$ cat src/itx_map.svh
// Offsets, field positions, reset values and masks of the transmit control registers.
// Not included by itx_pkg.sv; assumes inclusion by itx_regs.sv and the testbench; holds definitions only.
`ifndef ITX_MAP_SVH
`define ITX_MAP_SVH

// Register offsets on the register port
`define ITX_OFS_DRV        8'h79
`define ITX_OFS_PIN        8'h7a
`define ITX_OFS_TG         8'h80

// Reset values
`define ITX_RST_DRV        24'h000001
`define ITX_RST_PIN        24'h000000
`define ITX_RST_TG         24'h004e1e

// Writable bits; every other bit is reserved, stored as zero
`define ITX_MASK_DRV       24'h081f1d
`define ITX_MASK_PIN       24'h00003f
`define ITX_MASK_TG        24'h81ffff

// Driver control fields
`define ITX_DRV_PDN_BIT    19
`define ITX_BIAS_PDN_BIT   12
`define ITX_BIAS_CODE_HI   11
`define ITX_BIAS_CODE_LO   8
`define ITX_ALL_BIAS_BIT   4
`define ITX_FOLLOW_BIT     3
`define ITX_INV_EN_BIT     2
`define ITX_TRUE_EN_BIT    0

// Pin source fields
`define ITX_PIN0_LO        4
`define ITX_PIN2_LO        2
`define ITX_PIN1_LO        0

// Timing frame fields
`define ITX_ACONF_DIS_BIT  23
`define ITX_SUBFRAME_HI    16
`define ITX_SUBFRAME_LO    1
`define ITX_TIMING_UNIT_ENABLE_BIT      0

`endif

$ cat src/itx_pkg.sv
// Types shared by the transmit control register bank.
// Assumes itx_map.svh is on the include path.
package itx_pkg;

    // Source codes of a TX pin
    typedef enum logic [1:0]
    {
        ITX_SRC_TRUE = 2'h0,
        ITX_SRC_BAD  = 2'h1,
        ITX_SRC_INV  = 2'h2,
        ITX_SRC_ONE  = 2'h3
    } itx_src_e;

    // Register port request
    typedef struct packed
    {
        logic        wr_en;
        logic        rd_en;
        logic [7:0]  addr;
        logic [23:0] wr_data;
    } itx_req_s;

    // Bias and driver controls toward the analog driver
    typedef struct packed
    {
        logic       driver_power_down;
        logic       bias_current_power_down;
        logic [3:0] bias_current_code;
        logic       true_mod_clock_enable;
        logic       inverted_mod_clock_enable;
    } itx_drv_s;

    // Timing generator controls
    typedef struct packed
    {
        logic        auto_config_disable;
        logic [15:0] subframe_clock_count;
        logic        timing_unit_enable;
    } itx_tg_s;

endpackage

$ cat src/itx_regs.sv
// Transmit control register bank of the illumination path: driver, bias and pin sources.
// Assumes a register port synchronous to clk and a modulation clock sampled at clk.
`timescale 1ns/10ps
`include "itx_map.svh"

// Contract
// - driver power-down bit, reset zero
// - bias power-down bit shuts bias current
// - four-bit bias code, half mA steps
// - all-channel bias when TX0 selected
// - TX1 follows TX0 enable when set
// - inverted clock enable, reset disabled
// - true clock enable, reset enabled
// - TX0 source: true, inverted, one
// - TX2 source uses same encoding
// - TX1 source same encoding, reset zero
// - frame register resets to printed value
// - sub-frame count in bits sixteen to one
// - bit zero enables timing unit
// - auto-config disable keeps user mask values
module itx_regs
(
    // Clock and reset
    input  wire logic               clk,
    input  wire logic               rst_n,
    // Register port
    input  wire itx_pkg::itx_req_s  req,
    output logic [23:0]             rd_data,
    output logic                    rd_valid,
    // Channel control from the sequencer
    input  wire logic               true_mod_clock,
    input  wire logic               channel0_light_enable,
    input  wire logic [1:0]         channel_select,
    // Driver and timing controls
    output itx_pkg::itx_drv_s       drv,
    output itx_pkg::itx_tg_s        tg,
    // TX pins and per-channel bias enables
    output logic [2:0]              tx_pin,
    output logic [2:0]              bias_enable
);

    logic [23:0] drv_reg;       // Driver control register
    logic [23:0] pin_reg;       // Pin source register
    logic [23:0] tg_reg;        // Timing frame register
    logic [2:0]  chan_active;   // Channel currently selected
    logic [2:0]  bias_next;     // Bias enables before the output flop
    logic [2:0]  pin_next;      // Pin levels before the output flop
    logic        hit_drv;       // Access to driver control
    logic        hit_pin;       // Access to pin source
    logic        hit_tg;        // Access to timing frame

    // Address decode
    assign hit_drv = (req.addr == `ITX_OFS_DRV);
    assign hit_pin = (req.addr == `ITX_OFS_PIN);
    assign hit_tg  = (req.addr == `ITX_OFS_TG);

    // Driver control register; masking keeps reserved bits at zero
    always_ff @(posedge clk or negedge rst_n)
    begin
        if (!rst_n)
            drv_reg <= `ITX_RST_DRV;
        else if (req.wr_en && hit_drv)
            drv_reg <= req.wr_data & `ITX_MASK_DRV;
    end

    // Pin source register
    always_ff @(posedge clk or negedge rst_n)
    begin
        if (!rst_n)
            pin_reg <= `ITX_RST_PIN;
        else if (req.wr_en && hit_pin)
            pin_reg <= req.wr_data & `ITX_MASK_PIN;
    end

    // Timing frame register
    always_ff @(posedge clk or negedge rst_n)
    begin
        if (!rst_n)
            tg_reg <= `ITX_RST_TG;
        else if (req.wr_en && hit_tg)
            tg_reg <= req.wr_data & `ITX_MASK_TG;
    end

    // Read port: one cycle latency, unmapped offsets read zero
    always_ff @(posedge clk or negedge rst_n)
    begin
        if (!rst_n)
        begin
            rd_data  <= 24'h000000;
            rd_valid <= 1'b0;
        end
        else
        begin
            rd_valid <= req.rd_en;
            if (!req.rd_en)
                rd_data <= 24'h000000;
            else if (hit_drv)
                rd_data <= drv_reg;
            else if (hit_pin)
                rd_data <= pin_reg;
            else if (hit_tg)
                rd_data <= tg_reg;
            else
                rd_data <= 24'h000000;
        end
    end

    // Channel selection from the sequencer
    always_comb
    begin
        chan_active = 3'h0;
        chan_active[0] = channel0_light_enable && (channel_select == 2'h0);
        chan_active[2] = channel0_light_enable && (channel_select == 2'h2);
        if (drv_reg[`ITX_FOLLOW_BIT])
            chan_active[1] = chan_active[0];
        else
            chan_active[1] = channel0_light_enable && (channel_select == 2'h1);
    end

    // Bias enables per channel; the analog side scales current by the code
    always_comb
    begin
        bias_next = chan_active;
        if (drv_reg[`ITX_ALL_BIAS_BIT] && chan_active[0])
            bias_next = 3'h7;
        if (drv_reg[`ITX_BIAS_PDN_BIT])
            bias_next = 3'h0;
    end

    // Pin source mux, one per pin; pins share one encoding
    genvar gi;
    generate
        for (gi = 0; gi < 3; gi++)
        begin : g_pin
            localparam int LO = (gi == 0) ? `ITX_PIN0_LO :
                                (gi == 1) ? `ITX_PIN1_LO : `ITX_PIN2_LO;
            itx_pkg::itx_src_e src;
            assign src = itx_pkg::itx_src_e'(pin_reg[LO +: 2]);

            always_comb
            begin
                case (src)
                    itx_pkg::ITX_SRC_TRUE:
                        pin_next[gi] = true_mod_clock && drv_reg[`ITX_TRUE_EN_BIT];
                    itx_pkg::ITX_SRC_INV:
                        pin_next[gi] = !true_mod_clock && drv_reg[`ITX_INV_EN_BIT];
                    itx_pkg::ITX_SRC_ONE:
                        pin_next[gi] = 1'b1;
                    default:
                        pin_next[gi] = 1'b0;
                endcase
                if (drv_reg[`ITX_DRV_PDN_BIT] || !chan_active[gi])
                    pin_next[gi] = 1'b0;
            end

            // Pin output flop; adds one clk of delay to the modulation edge
            always_ff @(posedge clk or negedge rst_n)
            begin
                if (!rst_n)
                    tx_pin[gi] <= 1'b0;
                else
                    tx_pin[gi] <= pin_next[gi];
            end
        end
    endgenerate

    // Bias enable output flop
    always_ff @(posedge clk or negedge rst_n)
    begin
        if (!rst_n)
            bias_enable <= 3'h0;
        else
            bias_enable <= bias_next;
    end

    // Driver controls as flops
    always_ff @(posedge clk or negedge rst_n)
    begin
        if (!rst_n)
        begin
            drv.driver_power_down         <= 1'b0;
            drv.bias_current_power_down   <= 1'b0;
            drv.bias_current_code         <= 4'h0;
            drv.true_mod_clock_enable     <= 1'b1;
            drv.inverted_mod_clock_enable <= 1'b0;
        end
        else
        begin
            drv.driver_power_down         <= drv_reg[`ITX_DRV_PDN_BIT];
            drv.bias_current_power_down   <= drv_reg[`ITX_BIAS_PDN_BIT];
            drv.bias_current_code         <= drv_reg[`ITX_BIAS_CODE_HI:`ITX_BIAS_CODE_LO];
            drv.true_mod_clock_enable     <= drv_reg[`ITX_TRUE_EN_BIT];
            drv.inverted_mod_clock_enable <= drv_reg[`ITX_INV_EN_BIT];
        end
    end

    // Timing controls as flops; the count reset matches the frame reset
    always_ff @(posedge clk or negedge rst_n)
    begin
        if (!rst_n)
        begin
            tg.auto_config_disable  <= 1'b0;
            tg.subframe_clock_count <= 16'h270f;
            tg.timing_unit_enable   <= 1'b0;
        end
        else
        begin
            tg.auto_config_disable  <= tg_reg[`ITX_ACONF_DIS_BIT];
            tg.subframe_clock_count <= tg_reg[`ITX_SUBFRAME_HI:`ITX_SUBFRAME_LO];
            tg.timing_unit_enable   <= tg_reg[`ITX_TIMING_UNIT_ENABLE_BIT];
        end
    end
endmodule

$ cat config.mk
export PLATFORM = sky130hd
export DESIGN_NAME = itx_regs
export DESIGN_NICKNAME = d
export VERILOG_FILES = /design/src/itx_pkg.sv /design/src/itx_regs.sv
export VERILOG_INCLUDE_DIRS = /design/src
export SDC_FILE = /design/constraint.sdc
export NUM_CORES = 1
export LEC_CHECK = 0
export BUFFER_PORTS_ARGS = -buffer_cell sky130_fd_sc_hd__buf_2
export CAP_MARGIN = 30
export CORE_UTILIZATION = 46
export DETAILED_ROUTE_END_ITERATION = 6
export HOLD_SLACK_MARGIN = 0.08
export PLACE_DENSITY = 0.77
export SLEW_MARGIN = 25
export SYNTH_ARGS = -nofsm -noshare
export SYNTH_HDL_FRONTEND = slang
export SYNTH_SLANG_ARGS = --single-unit
$ cat constraint.sdc
create_clock -name clk -period 1.5 [get_ports clk]
set_clock_uncertainty 0.2 [all_clocks]
set_input_delay 0.225 -clock clk [delete_from_list [all_inputs] [get_ports clk]]
set_output_delay 0.225 -clock clk [all_outputs]
set_load 0.02 [all_outputs]
==> results.cfg, run 1 <==
[final_layout]
layout.nets = 392
diodes = 0
largest_reg_flops = 36
drive_gt1_share_pct = 55.18
syn2layout_area_growth_pct = 39.02
fin_util_pct = 66.34

[floorplan]
dieArea_um2 = 7387
pin_count = 97
core_area_um2 = 6794
num_rows = 30
die_y_um = 85.95
start_util_pct = 47.72
die_x_um = 85.95

[sta]
final-setup-viol-count = 3
final.setup.worst_slack_ns = -0.05330
finalHoldViolations = 0
fmax_mhz = 643.8
period_minus_slack_ns = 1.553
finalCritPeriodShare_pct = 103.6
rsz0062_at_grt = true
finalSetupTns_ns = -0.1139
drv_slew = 0

[synthesis]
syn_inst = 216
ys_seq_area_share_pct = 67.08
synth.ff_latch_count = 86
syn_avg_cell_area_um2 = 15.01
ys_warn_count = 0
netlist.area_leader.share_pct = 52.49
synth_cell_types = 37
synthesis.area_um2 = 3242
yosysTopAreaCell = dfrtp_1
synth.area.top_cells = dfrtp_1 (52%), dfstp_2 (15%), mux2_2 (8.3%)

[power_and_ir_drop]
p_seq_share_pct = 52.4
p_leak_nw = 2.314
p_int_mw = 3.569
switching_share_pct = 24.21
p_per_area_nw_per_um2 = 1045
max-vdd-ir-drop_mv = 0.5630
combPwrFrac_pct = 9.0
p_total_mw = 4.708
p_clk_share_pct = 38.6
p_switching_mw = 1.140

[job]
maxCapViolCount = 0

[global_routing]
grtUsageTotal_pct = 20.43
antenna_found_initial = 0
grt_pass1_vias = 2199
grt_pass1_wl_um = 11130
grt_max_degree = 87
gr-total-overflow = 0

[setup_path]
crit_type = reg -> reg
timing.rr.start = drv_reg[0]$_DFFE_PN1P_
rr_worst_depth = 3
crit_buf_inv = 0
crit_path_start_kind = register
cp_max_fo = 3
cpLargestDelayFamily = flip-flops
path_cells = nand2_2 > or3_4 > a2111oi_4
worst_path_largest_cell_delay_ns = 0.54
required_ns = 1.56
crit_slowest_cell = dfstp_2
critPathCaptureType = register
r2r_slack_ns = -0.05
critPathArrivalTime_ns = 1.61
r2r-end = tx_pin[0]$_DFF_PN0_

[placement]
pre_cts_slack_ns = -0.2111
port_buffers = 86
dpl.hpwl_um = 4763
gp_congestion = 0.7848

[route]
first_pass_iters = 4
drc = 0
drtIter0Drc = 127
antenna_left = 0
via_count = 2268
vias_per_cell = 5.007
wire_per_inst_um = 15.80
wl_um = 7157

[outcome]
outcome = complete, but fails checks
violations = setup timing

[clock_tree]
cts_buffer_depth = 2
clkSinkCount = 86
clkTransAtPathRegs_ns = 0.08
htreeDepth = 3
cts_tree = built
ctsRootBufferMaster = clkbuf_8
numCtsBuffers = 9
clock_latency_ns = 0.36

[worst_hold_path]
hold_class = in -> reg
hold_depth = 4
holdCritStartpoint = true_mod_clock
hold_end = tx_pin[1]$_DFF_PN0_
[tightest hold or removal path, stage by stage]
cell	delay (ns)
buf_2	0.12
nand2_2	0.10
or3_4	0.13
a2111oi_4	0.05
[cells in the final DEF (no fill, tap or decap), types with 8 or more instances in the layout]
| master | n |
|---|---|
| buf_2 | 83 |
| dfrtp_1 | 68 |
| mux2_2 | 24 |
| dlygate4sd3_1 | 24 |
| buf_4 | 24 |
| dfstp_2 | 18 |
| nand3_1 | 16 |
| mux2_4 | 10 |
| clkbuf_8 | 9 |
| and3_1 | 8 |
[timing repair]
item / 4_1_cts / 5_1_grt
resized for setup: 8 / 11
endpoints found under the setup margin: 3 / 7
cloned: 0 / 1
hold endpoints to repair: 135 / 0
hold buffers: 24 / 0
buffers inserted: 1 / 1
[routing by layer]
layer / vias to the layer above / GRT usage, % / routed length, um
met5: - / 0 / 0
met4: 0 / 10.15 / 88
met3: 9 / 4.620 / 374
met2: 72 / 33.19 / 3704
met1: 1147 / 25.87 / 2989
li1: 1040 / - / -
[kinds of logic (layout without fill, tap and decap cells)]
| family | Yosys count | in the layout | share of synthesized area, % |
|---|---|---|---|
| DFF | 86 | 86 | 67.08 |
| and+or+nand+nor | 53 | 53 | 11.58 |
| muxes | 34 | 34 | 12.97 |
| AOI/OAI and AO/OA | 22 | 22 | 4.785 |
| buffers and inverters | 19 | 156 | 3.203 |
| other | 1 | 5 | 0.1157 |
| xor gates and xnor gates | 1 | 1 | 0.2702 |
[synthesized netlist by cell type]
library cell and number:
dfstp_2 18, conb_1 1, clkbuf_2 1, inv_1 5
buf_2 4, and3_1 8, xnor2_1 1, nor2_1 1
a221oi_1 4, nand3_2 1, nor3_1 2, or3_1 3
and2b_1 1, o211ai_1 4, buf_6 1, mux2_4 10
clkbuf_1 3, nand2_1 2, nor2b_1 3, a2111oi_0 4
nor4_4 1, nand3_4 1, and3b_2 4, buf_4 5
and4b_1 1, nor4bb_1 1, nand2b_1 1, nor4b_4 1
nand4_1 3, and2_1 2, dfrtp_1 68, nor4b_1 1
a211oi_1 2, a21oi_1 5, mux2_2 24, nand3_1 16
o21ai_0 3
[worst max path at each step]
stage,startpoint,end,cells past startpoint
floorplan,req[29],tg_reg[12]$_DFFE_PN0P_,4
detailed placement,req[24],rd_data[13]$_DFF_PN0_,5
global route,drv_reg[0]$_DFFE_PN1P_,tx_pin[0]$_DFF_PN0_,3
global placement,req[25],drv_reg[3]$_DFFE_PN0P_,6
finish,drv_reg[0]$_DFFE_PN1P_,tx_pin[0]$_DFF_PN0_,3
CTS,drv_reg[0]$_DFFE_PN1P_,tx_pin[1]$_DFF_PN0_,3
[power groups by stage]
stage	logic, mW	clock network [mW]	registers (mW)
2_1_floorplan	0.112	0	2.55
3_3_place_gp	0.347	0	2.50
3_5_place_dp	0.356	0	2.51
4_1_cts	0.411	1.84	2.46
5_1_grt	0.460	1.96	2.48
6_report	0.423	1.82	2.47
[area by class of cell]
type | instances | area (um2)
Clock buffer | 9 | 123.9
Clock inverter | 7 | 103.9
Fill cell | 481 | 2287
Inverter | 5 | 22.52
Multi-Input combinational cell | 115 | 1061
Sequential cell | 86 | 2175
Tap cell | 96 | 120.1
Timing Repair Buffer | 134 | 895.9
Timing Repair inverter | 1 | 5.005
[metrics by stage]
stage,instances,hold slack [ns],instance area (um2)
after floorplan,220,-0.2706,3257
after global placement,410,0.08313,3928
after detailed placement,410,0.08904,3928
after CTS,451,0.04718,4429
after global routing,453,0.1056,4507
final,453,0.1053,4507
Power figures use the tool's default switching activity.
==> run 2: changes to the inputs <==
Settings changed: CORE_UTILIZATION 46 to 55, PLACE_DENSITY 0.77 to 0.86.
Clock period 1.5 ns to 1.99 ns, I/O delays scaled along.
==> results.cfg, run 2 (synthesis gave the netlist of run 1 again) <==
[final_layout]
syn2layout_area_growth_pct = 29.45
fin_util_pct = 74.83
drive_gt1_share_pct = 49.41
layout.area.seq_um2 = 2175
multi_input_area_um2 = 978.4
diodes = 0
final_common_cell = buf_2
final_cell_mix = buf_2 (85), dfrtp_1 (68), dlygate4sd3_1 (26), mux2_2 (24), dfstp_2 (18)
final_cells = 412
fill_cells = 360
layout.nets = 375
largest_reg_flops = 36

[worst_hold_path]
holdCritStartpoint = true_mod_clock
hold_class = in -> reg
hold_end = tx_pin[1]$_DFF_PN0_
hold_depth = 4

[clock_tree]
htreeDepth = 3
cts_tree = built
clock_latency_ns = 0.36
cts_buffer_depth = 2
post_cts_buffers = 0
numCtsBuffers = 9
ctsRootBufferMaster = clkbuf_8
clkSinkCount = 86
clkTransAtPathRegs_ns = 0.08

[route]
drc = 0
wire_per_inst_um = 16.51
wl_met3_um = 391
first_pass_iters = 4
vias_per_cell = 5.498
via_count = 2265
drtIter0Drc = 109
antenna_left = 0
m1WireLength_um = 2924
wl_um = 6804
wl_met2_um = 3260
highest_layer = met4

[setup_path]
timing.rr.start = drv_reg[0]$_DFFE_PN1P_
rr_worst_depth = 3
r2r_slack_ns = 0.11
path_cells = nand2_1 > or3_1 > a2111oi_0
critPathArrivalTime_ns = 1.87
cpLargestDelayFamily = compound AO/OA/AOI/OAI gates
required_ns = 1.98
crit_type = reg -> reg
crit_slowest_cell = a2111oi_0
crit_path_start_kind = register
r2r-end = tx_pin[0]$_DFF_PN0_
cp_max_fo = 4
crit_buf_inv = 0
worst_path_largest_cell_delay_ns = 0.57
critPathCaptureType = register

[floorplan]
pin_count = 97
die_x_um = 78.78
core_area_um2 = 5608
dieArea_um2 = 6206
start_util_pct = 57.81
num_rows = 27
die_y_um = 78.78

[global_routing]
grt_pass1_vias = 2244
gr-total-overflow = 0
grt_max_degree = 87
antenna_found_initial = 0
grt_pass1_wl_um = 10950
grtUsageTotal_pct = 24.17

[sta]
finalHoldViolations = 0
slew_headroom_pct = 61.50
period_minus_slack_ns = 1.877
finalSetupTns_ns = 0
final.setup.worst_slack_ns = 0.1134
rsz0062_at_grt = false
final-setup-viol-count = 0
drv_slew = 0
fmax_mhz = 532.9
finalCritPeriodShare_pct = 94.30
tightest_slew_ns = 0.5630

[placement]
port_buffers = 86
pre_cts_slack_ns = -0.03004
placed_cells = 370
dpl.hpwl_um = 4450
gp_congestion = 0.8496

[power_and_ir_drop]
p_leak_nw = 2.192
p_per_area_nw_per_um2 = 779.8
max-vdd-ir-drop_mv = 0.4409

[outcome]
outcome = finished clean

[job]
maxCapViolCount = 0
==> run 2: worst max path at each step <==
stage	endpoint	cells past startpoint	start	slack (ns)
finish	tx_pin[0]$_DFF_PN0_	3	drv_reg[0]$_DFFE_PN1P_	0.11
global route	tx_pin[2]$_DFF_PN0_	3	drv_reg[0]$_DFFE_PN1P_	0.06
CTS	tx_pin[0]$_DFF_PN0_	3	drv_reg[0]$_DFFE_PN1P_	0.15
detailed placement	pin_reg[3]$_DFFE_PN0P_	4	req[26]	-0.03
global placement	pin_reg[3]$_DFFE_PN0P_	4	req[26]	0.02
floorplan	tg_reg[12]$_DFFE_PN0P_	4	req[29]	0.37
==> run 2: final cells by class <==
type | instances | area share (%)
Clock buffer | 10 | 3.280
Multi-Input combinational cell | 115 | 23.32
Timing Repair Buffer | 118 | 17.89
Clock inverter | 6 | 1.103
Sequential cell | 86 | 51.82
Inverter | 5 | 0.4472
Tap cell | 72 | 2.147
==> run 2: layer usage <==
layer	vias to the layer above	track usage (%)
met5	-	0
met3	25	5.287
met2	113	37.48
li1	1003	-
met4	0	13.70
met1	1124	31.69
==> run 2: stage by stage <==
step / power [mW] / hold slack (ns) / cell area, um2
finish: 3.272 / 0.1653 / 4197
global route: 3.388 / 0.1748 / 4197
CTS: 3.288 / 0.1482 / 4197
detailed placement: 2.140 / 0.1613 / 3752
global placement: 2.128 / 0.1549 / 3752
floorplan: 2.004 / -0.1971 / 3257
==> run 2: worst min-delay path, delay by kind of cell <==
kind	cells	cell delay, ns
AOI/OAI and AO/OA	2	0.24
buffers and inverters	1	0.09
and+or+nand+nor	1	0.06
==> run 2: what timing repair did <==
item	CTS	global route
hold buffers	26	0
setup endpoints to repair	0	0
endpoints found under the hold margin	112	0
resized for setup	0	0
==> run 2: power by group <==
part	internal (mW)	switching, mW	leakage [nW]	total (mW)
logic	0.129	0.157	0.978	0.286
registers	1.82	0.0389	1.12	1.86
clock network	0.493	0.634	0.0889	1.13
total	2.44	0.829	2.19	3.27
